### src/verilog/rgbl_regs.svh
// Register offsets, field positions, reset values and counts of the
// radiation guard and blanking logic. Definitions only.
`ifndef RGBL_REGS_SVH
`define RGBL_REGS_SVH
`define RGBL_ADDR_W       5
`define RGBL_OFS_CTRL     5'h00
`define RGBL_OFS_STATUS   5'h04
`define RGBL_OFS_IRQ_STAT 5'h08
`define RGBL_OFS_IRQ_MASK 5'h0C
`define RGBL_OFS_RAMP     5'h10
`define RGBL_CTRL_CLR     0
`define RGBL_CTRL_HOLD    1
`define RGBL_CTRL_VEN     2
`define RGBL_CTRL_DRV     3
`define RGBL_CTRL_RST     3'h3
`define RGBL_ST_ALARM     0
`define RGBL_ST_PROT      1
`define RGBL_ST_LOCK      2
`define RGBL_ST_LINE      3
`define RGBL_ST_CONV      4
`define RGBL_IRQ_TRIP     0
`define RGBL_IRQ_UNLOCK   1
`define RGBL_IRQ_W        2
`define RGBL_IRQ_ZERO     2'h0
`define RGBL_XR_LINES     2'h2
`define RGBL_RAMP_W       8
`define RGBL_RAMP_RST     8'h10
`define RGBL_ZERO32       32'h0000_0000
`endif

### src/verilog/rgbl_pkg.sv
// Types shared by the radiation guard and blanking logic.
// Assumes the offsets and counts of rgbl_regs.svh.
`default_nettype none
package rgbl_pkg;
    typedef struct packed {
        logic radiation;
        logic line;
        logic vsync;
        logic vdis;
        logic lock;
        logic supply_ok;
    } rgbl_pins_t;

    typedef enum logic [1:0] {
        RGBL_OFF     = 2'h0,
        RGBL_LINE_UP = 2'h1,
        RGBL_BOTH    = 2'h3,
        RGBL_LINE_DN = 2'h2
    } rgbl_ramp_t;
endpackage
`default_nettype wire

### src/verilog/rgbl_ramp.sv
// Soft phase-in and phase-out sequencer of line and converter drives.
// Assumes a one-cycle line tick and a synchronous run request.
`timescale 1ns/1ns
`default_nettype none
`include "rgbl_regs.svh"
module rgbl_ramp (
    input  wire logic                    clk_i,      // system clock
    input  wire logic                    rst_b_i,    // synced reset
    input  wire logic                    run_i,      // drives wanted
    input  wire logic                    tick_i,     // line tick
    input  wire logic [`RGBL_RAMP_W-1:0] steps_i,    // ramp lines
    output logic                         line_on_o,  // line drive
    output logic                         conv_on_o   // converter drive
);
    rgbl_pkg::rgbl_ramp_t    st_q, st_d;
    logic [`RGBL_RAMP_W-1:0] cnt_q, cnt_d;
    logic                    line_d, conv_d;
    logic                    done;

    always_comb
    begin
        done   = (cnt_q >= steps_i) && tick_i;
        st_d   = st_q;
        cnt_d  = tick_i ? cnt_q + 1'b1 : cnt_q;
        unique case (st_q)
            rgbl_pkg::RGBL_OFF:
                if (run_i)
                begin
                    st_d  = rgbl_pkg::RGBL_LINE_UP;
                    cnt_d = '0;
                end
            rgbl_pkg::RGBL_LINE_UP:
                if (!run_i)
                begin
                    st_d  = rgbl_pkg::RGBL_LINE_DN;
                    cnt_d = '0;
                end
                else if (done)
                    st_d = rgbl_pkg::RGBL_BOTH;
            rgbl_pkg::RGBL_BOTH:
                if (!run_i)
                begin
                    st_d  = rgbl_pkg::RGBL_LINE_DN;
                    cnt_d = '0;
                end
            rgbl_pkg::RGBL_LINE_DN:
                if (run_i)
                begin
                    st_d  = rgbl_pkg::RGBL_LINE_UP;
                    cnt_d = '0;
                end
                else if (done)
                    st_d = rgbl_pkg::RGBL_OFF;
        endcase
        line_d = (st_d != rgbl_pkg::RGBL_OFF);
        conv_d = (st_d == rgbl_pkg::RGBL_BOTH);
    end

    always_ff @(posedge clk_i or negedge rst_b_i)
    begin
        if (!rst_b_i)
        begin
            st_q      <= rgbl_pkg::RGBL_OFF;
            cnt_q     <= '0;
            line_on_o <= 1'b0;
            conv_on_o <= 1'b0;
        end
        else
        begin
            st_q      <= st_d;
            cnt_q     <= cnt_d;
            line_on_o <= line_d;
            conv_on_o <= conv_d;
        end
    end
endmodule
`default_nettype wire

### src/verilog/rgbl_top.sv
// Radiation guard, drive sequencing and lock/blank composite indication.
// Assumes asynchronous pins, a line pulse as timing base, Avalon-MM host.
`timescale 1ns/1ns
`default_nettype none
`include "rgbl_regs.svh"
module rgbl_top (
    input  wire logic                   ref_clk_i,        // 10 MHz clock
    input  wire logic                   rst_b_i,          // async reset
    input  wire logic [`RGBL_ADDR_W-1:0] avs_address_i,   // byte address
    input  wire logic                   avs_read_i,       // read request
    input  wire logic                   avs_write_i,      // write request
    input  wire logic [31:0]            avs_writedata_i,  // write data
    input  wire logic [3:0]             avs_byteenable_i, // byte lanes
    output logic [31:0]                 avs_readdata_o,   // read data
    output logic                        avs_waitrequest_o,// stall
    input  wire logic                   radiation_sense_i,// comparator
    input  wire logic                   line_pulse_i,     // line timing
    input  wire logic                   vsync_i,          // vertical sync
    input  wire logic                   vdischarge_i,     // osc discharge
    input  wire logic                   loop_lock_i,      // phase lock
    input  wire logic                   supply_ok_i,      // supply good
    output logic                        line_drive_out_o, // line drive
    output logic                        converter_drive_out_o, // conv
    output logic [1:0]                  lock_blank_composite_out_o, // lvl
    output logic                        irq_o             // interrupt
);
    logic                    rst_s1_q, rst_n;
    rgbl_pkg::rgbl_pins_t    pin_raw, pin_s1_q, pin_s2_q, pin_s3_q;
    logic                    line_tick, vs_rise, vd_rise, vd_fall;
    logic                    wait_q, wait_d;
    logic [31:0]             rdata_q, rdata_d;
    logic                    hold_q, hold_d, ven_q, ven_d, drv_q, drv_d;
    logic [`RGBL_RAMP_W-1:0] ramp_q, ramp_d;
    logic [`RGBL_IRQ_W-1:0]  stat_q, stat_d, mask_q, mask_d, ev;
    logic                    irq_d;
    logic [1:0]              rcnt_q, rcnt_d;
    logic                    prot_q, prot_d, alarm_q, alarm_d;
    logic                    trip, clear;
    logic                    eb_q, eb_d, force_blank;
    logic [1:0]              comp_d;
    logic                    wr_go, rd_go;

    function automatic logic hit(input logic [`RGBL_ADDR_W-1:0] a,
                                 input logic [`RGBL_ADDR_W-1:0] ofs);
        hit = (a == ofs);
    endfunction

    // Reset is released through two flops so release is glitch free.
    always_ff @(posedge ref_clk_i or negedge rst_b_i)
    begin
        if (!rst_b_i)
        begin
            rst_s1_q <= 1'b0;
            rst_n    <= 1'b0;
        end
        else
        begin
            rst_s1_q <= 1'b1;
            rst_n    <= rst_s1_q;
        end
    end

    assign pin_raw = '{radiation: radiation_sense_i, line: line_pulse_i,
                       vsync: vsync_i, vdis: vdischarge_i,
                       lock: loop_lock_i, supply_ok: supply_ok_i};

    // Third stage only serves edge detection; logic reads stage two on.
    always_ff @(posedge ref_clk_i or negedge rst_n)
    begin
        if (!rst_n)
        begin
            pin_s1_q <= '0;
            pin_s2_q <= '0;
            pin_s3_q <= '0;
        end
        else
        begin
            pin_s1_q <= pin_raw;
            pin_s2_q <= pin_s1_q;
            pin_s3_q <= pin_s2_q;
        end
    end

    assign line_tick = pin_s2_q.line & ~pin_s3_q.line;
    assign vs_rise   = pin_s2_q.vsync & ~pin_s3_q.vsync;
    assign vd_rise   = pin_s2_q.vdis & ~pin_s3_q.vdis;
    assign vd_fall   = ~pin_s2_q.vdis & pin_s3_q.vdis;

    // Bus slave: one wait cycle, then a single cycle with waitrequest low.
    assign wr_go = avs_write_i & ~wait_q;
    assign rd_go = avs_read_i & ~wait_q;

    always_comb
    begin
        wait_d  = ~((avs_read_i | avs_write_i) & wait_q);
        rdata_d = rdata_q;
        if (avs_read_i & wait_q)
        begin
            rdata_d = `RGBL_ZERO32;
            if (hit(avs_address_i, `RGBL_OFS_CTRL))
            begin
                rdata_d[`RGBL_CTRL_HOLD] = hold_q;
                rdata_d[`RGBL_CTRL_VEN]  = ven_q;
                rdata_d[`RGBL_CTRL_DRV]  = drv_q;
            end
            if (hit(avs_address_i, `RGBL_OFS_STATUS))
            begin
                rdata_d[`RGBL_ST_ALARM] = alarm_q;
                rdata_d[`RGBL_ST_PROT]  = prot_q;
                rdata_d[`RGBL_ST_LOCK]  = pin_s2_q.lock;
                rdata_d[`RGBL_ST_LINE]  = line_drive_out_o;
                rdata_d[`RGBL_ST_CONV]  = converter_drive_out_o;
            end
            if (hit(avs_address_i, `RGBL_OFS_IRQ_STAT))
                rdata_d[`RGBL_IRQ_W-1:0] = stat_q;
            if (hit(avs_address_i, `RGBL_OFS_IRQ_MASK))
                rdata_d[`RGBL_IRQ_W-1:0] = mask_q;
            if (hit(avs_address_i, `RGBL_OFS_RAMP))
                rdata_d[`RGBL_RAMP_W-1:0] = ramp_q;
        end
    end

    always_ff @(posedge ref_clk_i or negedge rst_n)
    begin
        if (!rst_n)
        begin
            wait_q  <= 1'b1;
            rdata_q <= `RGBL_ZERO32;
        end
        else
        begin
            wait_q  <= wait_d;
            rdata_q <= rdata_d;
        end
    end

    assign avs_waitrequest_o = wait_q;
    assign avs_readdata_o    = rdata_q;

    // Control registers; only byte lane zero carries control bits.
    assign clear = wr_go & avs_byteenable_i[0] &
                   hit(avs_address_i, `RGBL_OFS_CTRL) &
                   avs_writedata_i[`RGBL_CTRL_CLR];

    always_comb
    begin
        hold_d = hold_q;
        ven_d  = ven_q;
        drv_d  = drv_q;
        ramp_d = ramp_q;
        mask_d = mask_q;
        if (wr_go & avs_byteenable_i[0])
        begin
            if (hit(avs_address_i, `RGBL_OFS_CTRL))
            begin
                hold_d = avs_writedata_i[`RGBL_CTRL_HOLD];
                ven_d  = avs_writedata_i[`RGBL_CTRL_VEN];
                drv_d  = avs_writedata_i[`RGBL_CTRL_DRV];
            end
            if (hit(avs_address_i, `RGBL_OFS_IRQ_MASK))
                mask_d = avs_writedata_i[`RGBL_IRQ_W-1:0];
            if (hit(avs_address_i, `RGBL_OFS_RAMP))
                ramp_d = avs_writedata_i[`RGBL_RAMP_W-1:0];
        end
    end

    always_ff @(posedge ref_clk_i or negedge rst_n)
    begin
        if (!rst_n)
        begin
            {drv_q, ven_q, hold_q} <= `RGBL_CTRL_RST;
            ramp_q <= `RGBL_RAMP_RST;
            mask_q <= `RGBL_IRQ_ZERO;
        end
        else
        begin
            hold_q <= hold_d;
            ven_q  <= ven_d;
            drv_q  <= drv_d;
            ramp_q <= ramp_d;
            mask_q <= mask_d;
        end
    end

    // Radiation filter: a spike that spans fewer than two line ticks is ignored.
    always_comb
    begin
        rcnt_d = rcnt_q;
        if (!pin_s2_q.radiation || prot_q)
            rcnt_d = '0;
        else if (line_tick)
            rcnt_d = rcnt_q + 1'b1;
        trip = pin_s2_q.radiation & ~prot_q & line_tick &
               (rcnt_q + 1'b1 == `RGBL_XR_LINES);
        prot_d  = prot_q;
        alarm_d = alarm_q;
        if (clear || !pin_s2_q.supply_ok)
        begin
            prot_d  = 1'b0;
            alarm_d = 1'b0;
        end
        if (trip)
        begin
            prot_d  = 1'b1;
            alarm_d = 1'b1;
        end
    end

    always_ff @(posedge ref_clk_i or negedge rst_n)
    begin
        if (!rst_n)
        begin
            rcnt_q  <= '0;
            prot_q  <= 1'b0;
            alarm_q <= 1'b0;
        end
        else
        begin
            rcnt_q  <= rcnt_d;
            prot_q  <= prot_d;
            alarm_q <= alarm_d;
        end
    end

    // Drives restart through the sequencer once the latch is cleared.
    rgbl_ramp u_ramp (
        .clk_i     (ref_clk_i),
        .rst_b_i   (rst_n),
        .run_i     (drv_q & pin_s2_q.supply_ok & ~prot_q),
        .tick_i    (line_tick),
        .steps_i   (ramp_q),
        .line_on_o (line_drive_out_o),
        .conv_on_o (converter_drive_out_o)
    );

    // Early blank and composite level.
    assign force_blank = ~pin_s2_q.supply_ok | prot_q | ~ven_q;

    always_comb
    begin
        eb_d = eb_q;
        if (vd_fall)
            eb_d = 1'b0;
        if (vs_rise | vd_rise)
            eb_d = 1'b1;
        comp_d[1] = force_blank | hold_q | eb_q;
        comp_d[0] = pin_s2_q.lock;
    end

    // Interrupt events: a set in the clearing cycle wins.
    assign ev[`RGBL_IRQ_TRIP]   = trip;
    assign ev[`RGBL_IRQ_UNLOCK] = ~pin_s2_q.lock & pin_s3_q.lock;

    always_comb
    begin
        stat_d = stat_q;
        if (wr_go & avs_byteenable_i[0] &
            hit(avs_address_i, `RGBL_OFS_IRQ_STAT))
            stat_d = stat_q & ~avs_writedata_i[`RGBL_IRQ_W-1:0];
        stat_d = stat_d | ev;
        irq_d  = |(stat_d & mask_d);
    end

    always_ff @(posedge ref_clk_i or negedge rst_n)
    begin
        if (!rst_n)
        begin
            eb_q   <= 1'b0;
            lock_blank_composite_out_o <= 2'h0;
            stat_q <= `RGBL_IRQ_ZERO;
            irq_o  <= 1'b0;
        end
        else
        begin
            eb_q   <= eb_d;
            lock_blank_composite_out_o <= comp_d;
            stat_q <= stat_d;
            irq_o  <= irq_d;
        end
    end
endmodule
`default_nettype wire
### config.mk
export PLATFORM = sky130hd
export DESIGN_NAME = rgbl_top
export DESIGN_NICKNAME = d
export VERILOG_FILES = /design/src/verilog/rgbl_pkg.sv /design/src/verilog/rgbl_ramp.sv /design/src/verilog/rgbl_top.sv
export VERILOG_INCLUDE_DIRS = /design/src /design/src/verilog
export SDC_FILE = /design/constraint.sdc
export NUM_CORES = 1
export LEC_CHECK = 0
export BUFFER_PORTS_ARGS = -buffer_cell sky130_fd_sc_hd__buf_4
export CORE_MARGIN = 1.5
export CORE_UTILIZATION = 54
export DETAILED_ROUTE_END_ITERATION = 10
export PLACE_DENSITY = 0.84
export SLEW_MARGIN = 20
export SYNTH_ARGS = -nofsm -noshare
export SYNTH_HDL_FRONTEND = slang
export SYNTH_SLANG_ARGS = --single-unit
### constraint.sdc
create_clock -name ref_clk_i -period 3.4 [get_ports ref_clk_i]
set_input_delay 0.17 -clock ref_clk_i [delete_from_list [all_inputs] [get_ports ref_clk_i]]
set_output_delay 0.17 -clock ref_clk_i [all_outputs]
set_load 0.005 [all_outputs]
==> flow_metrics.tcl <==
set metrics [dict create \
    cts_sinks 60 \
    fmax_mhz 540.4 \
    via_count 1813 \
    cts_resized 0 \
    finalClockSkew_ns 0.006859 \
    die_area_um2 5498 \
    die_y_um 74.15 \
    yosys_warnings 0 \
    path_cells "ha_1 > and3_1 > o21ai_0 > a31oi_1 > or2_1 > o311ai_1" \
    vias_per_cell 5.022 \
    synth_seq_cells 60 \
    tritoncts "yes" \
    yosys.area.top_type_share_pct 51.26 \
    ys.flop_type "dfrtp_1" \
    max_stage_delay_ns 0.45 \
    worst-setup-path-type "reg -> reg" \
    htree_levels 3 \
    cp_num_cells 6 \
    tns_ns 0 \
    ctsRootBufferMaster "clkbuf_8" \
    synth_seq_area_share_pct 55.10 \
    post_cts_buffers 0 \
    worst_ep_required_time_ns 3.62 \
    ioPinCount 89 \
    drtIter0Drc 121 \
    grt_pass1_wl_um 7790 \
    worst_slew_pin_slew_ns 0.7971 \
    drt_pass1_iterations 4 \
    utilization_pct 67.90 \
    cp_max_fo 6 \
    ys_types 43 \
    n_fill_cell 367 \
    netlist_top_cells_area "dfrtp_1, buf_4, mux2_2, ha_1, dfstp_2" \
    synth_top_family_by_area "simple AND/OR/NAND/NOR gates" \
    nets 350 \
    drv_slew 0 \
    synth_fa_ha_area_share_pct 4.577 \
    initial_core_util_pct 57.12 \
    path_delay_family "compound AO/OA/AOI/OAI gates" \
    r2r_cells 6 \
    synth_top_area_cell "dfrtp_1" \
    track_usage_pct 19.34 \
    hpwlAfterDp_um 3298 \
    clock_path_buffers 2 \
    grt_overflow 0 \
    antenna_found_initial 0 \
    cts_buffers 9 \
    fin_crit_ns 1.851 \
    synth-compound-area-share_pct 8.467 \
    antenna_left 0 \
    port_buffers 37 \
    grt_max_degree 39 \
    synth.cell_area_um2 2734 \
    crit_buf_inv 0 \
    critical_path_arrival_ns 2.07 \
    outcome "finished clean" \
    synthTopCellsByCount "dfrtp_1, buf_4, nand2_1, inv_1" \
    area_growth_pct 18.86 \
    drive_gt1_share_pct 25.17 \
    synthMuxAreaShare_pct 5.858 \
    avgRoutedWirePerCell_um 13.15 \
    coreArea_um2 4786 \
    hold_viol 0 \
    min-delay-path-class "in -> reg" \
    finalCritPeriodShare_pct 54.43 \
    synth_edf_count 0 \
    power_density_nw_per_um2 552.9 \
    yosysMostFrequentCell "dfrtp_1" \
    synth_area_per_cell_um2 11.54 \
    num_antenna_cells 0 \
    clock_latency_ns 0.33 \
    synth_cells 237 \
    rsz0062_at_grt "false" \
    end_kind "flop" \
    synth_xor_area_share_pct 2.883 \
    async_flop_share_pct 100.0 \
    hold_path_depth 2 \
    crit_path_top_delay_cell "dfrtp_1" \
    routed_wl_um 4746 \
    drc 0 \
    irDropWorstVdd_mv 0.3060 \
    finalSetupViolCount 0 \
    rows 25 \
    path_clk_slew_ns 0.07 \
    die_w_um 74.15 \
    slew_headroom_pct 46.75 \
    synth-simple-area-share_pct 12.91 \
    cp-start-kind "flop" \
    grt_pass1_vias 1738 \
    cap_violations 0 \
    p_leak_nw 1.609 \
    ctsHoldBuffers 9 \
    place.gp.congestion 0.8146 \
]
==> cell families after synthesis <==
family / after synthesis
flip-flops: 60
XOR/XNOR: 9
adder cells (fa/ha/maj): 10
buffers and inverters: 44
AO/OA/AOI/OAI: 35
AND/OR/NAND/NOR: 63
multiplexers: 14
other: 2
==> placed cells by master (no fill, tap or decap), types with 6 or more instances in the layout <==
master         count
ha_1              10
o21ai_0           14
dlygate4sd3_1      9
dfrtp_1           55
nor2_1            14
inv_1             15
buf_4             38
mux2_2            12
clkbuf_8           9
conb_1            25
nand3_1            8
xor2_1             6
nand2_1           17
==> metrics by stage <==
| step | instance area (um2) | cells | worst slack, ns | power [W] | hold WS (ns) |
|---|---|---|---|---|---|
| finish | 3249 | 361 | 1.549 | 0.001797 | 0.07135 |
| global route | 3249 | 361 | 1.373 | 0.001905 | 0.05510 |
| CTS | 3249 | 361 | 1.539 | 0.001810 | 0.05462 |
| detailed placement | 2975 | 336 | 1.567 | 0.001197 | -0.04657 |
| global placement | 2975 | 336 | 1.613 | 0.001176 | -0.04724 |
| floorplan | 2820 | 260 | 1.613 | 0.001108 | -0.1256 |
==> report_power, final <==
| part | internal [W] | switching, W |
|---|---|---|
| Sequential | 0.000804 | 0.0000895 |
| Clock | 0.000335 | 0.000263 |
| Combinational | 0.000159 | 0.000146 |
| Total | 0.00130 | 0.000498 |
==> worst register-to-register path: stages, from the launching register on <==
cell and delay, ns:
dfrtp_1 0.45, ha_1 0.32, and3_1 0.17, o21ai_0 0.16
a31oi_1 0.14, or2_1 0.25, o311ai_1 0.25
==> area by class of cell <==
class	count	area, um2	share of cell area, %
clock buffer	11	131.4	4.043
clock inverter	5	52.55	1.617
inverter	15	56.30	1.733
multi-input combinational	156	1042	32.08
sequential	60	1508	46.40
tap	67	83.83	2.580
timing repair buffer	47	375.4	11.55
==> layer usage <==
layer / wire, um / GRT usage [%]
met1: 2052 / 23.67
met2: 2389 / 31.94
met3: 216 / 5.285
met4: 87 / 8.848
met5: 0 / 0
==> path summary, 6_finish.rpt <==
path	startpoint	endpoint	slack, ns
setup / recovery	u_ramp.cnt_q[1]$_DFF_PN0_	u_ramp.st_q[1]$_DFF_PN0_	1.55
hold / removal	avs_writedata_i[5]	ramp_q[5]$_DFFE_PN0P_	0.07
setup reg to reg	u_ramp.cnt_q[1]$_DFF_PN0_	u_ramp.st_q[1]$_DFF_PN0_	1.55
hold reg to reg	pin_s1_q[4]$_DFF_PN0_	pin_s2_q[4]$_DFF_PN0_	0.35
max in group asynchronous	rst_n$_DFF_PN0_	hold_q$_DFFE_PN1P_	2.22
min in group asynchronous	rst_b_i	rst_n$_DFF_PN0_	0.16
==> registers in the layout, indices dropped and copies added (netlist names) <==
signal                      flops
eb_q                            1
u_ramp.st_q                     2
ramp_q                          8
lock_blank_composite_out_o      2
pin_s1_q                        6
pin_s2_q                        5
hold_q                          1
pin_s3_q                        3
rcnt_q                          2
avs_waitrequest_o               1
u_ramp.cnt_q                    8
stat_q                          2
rst_s1_q                        1
avs_readdata_o                  8
comp_d                          1
u_ramp.line_on_o                1
mask_q                          2
rst_n                           1
ven_q                           1
alarm_q                         1
u_ramp.conv_on_o                1
drv_q                           1
irq_o                           1
Note: power is estimated with default switching activity, not from simulation.
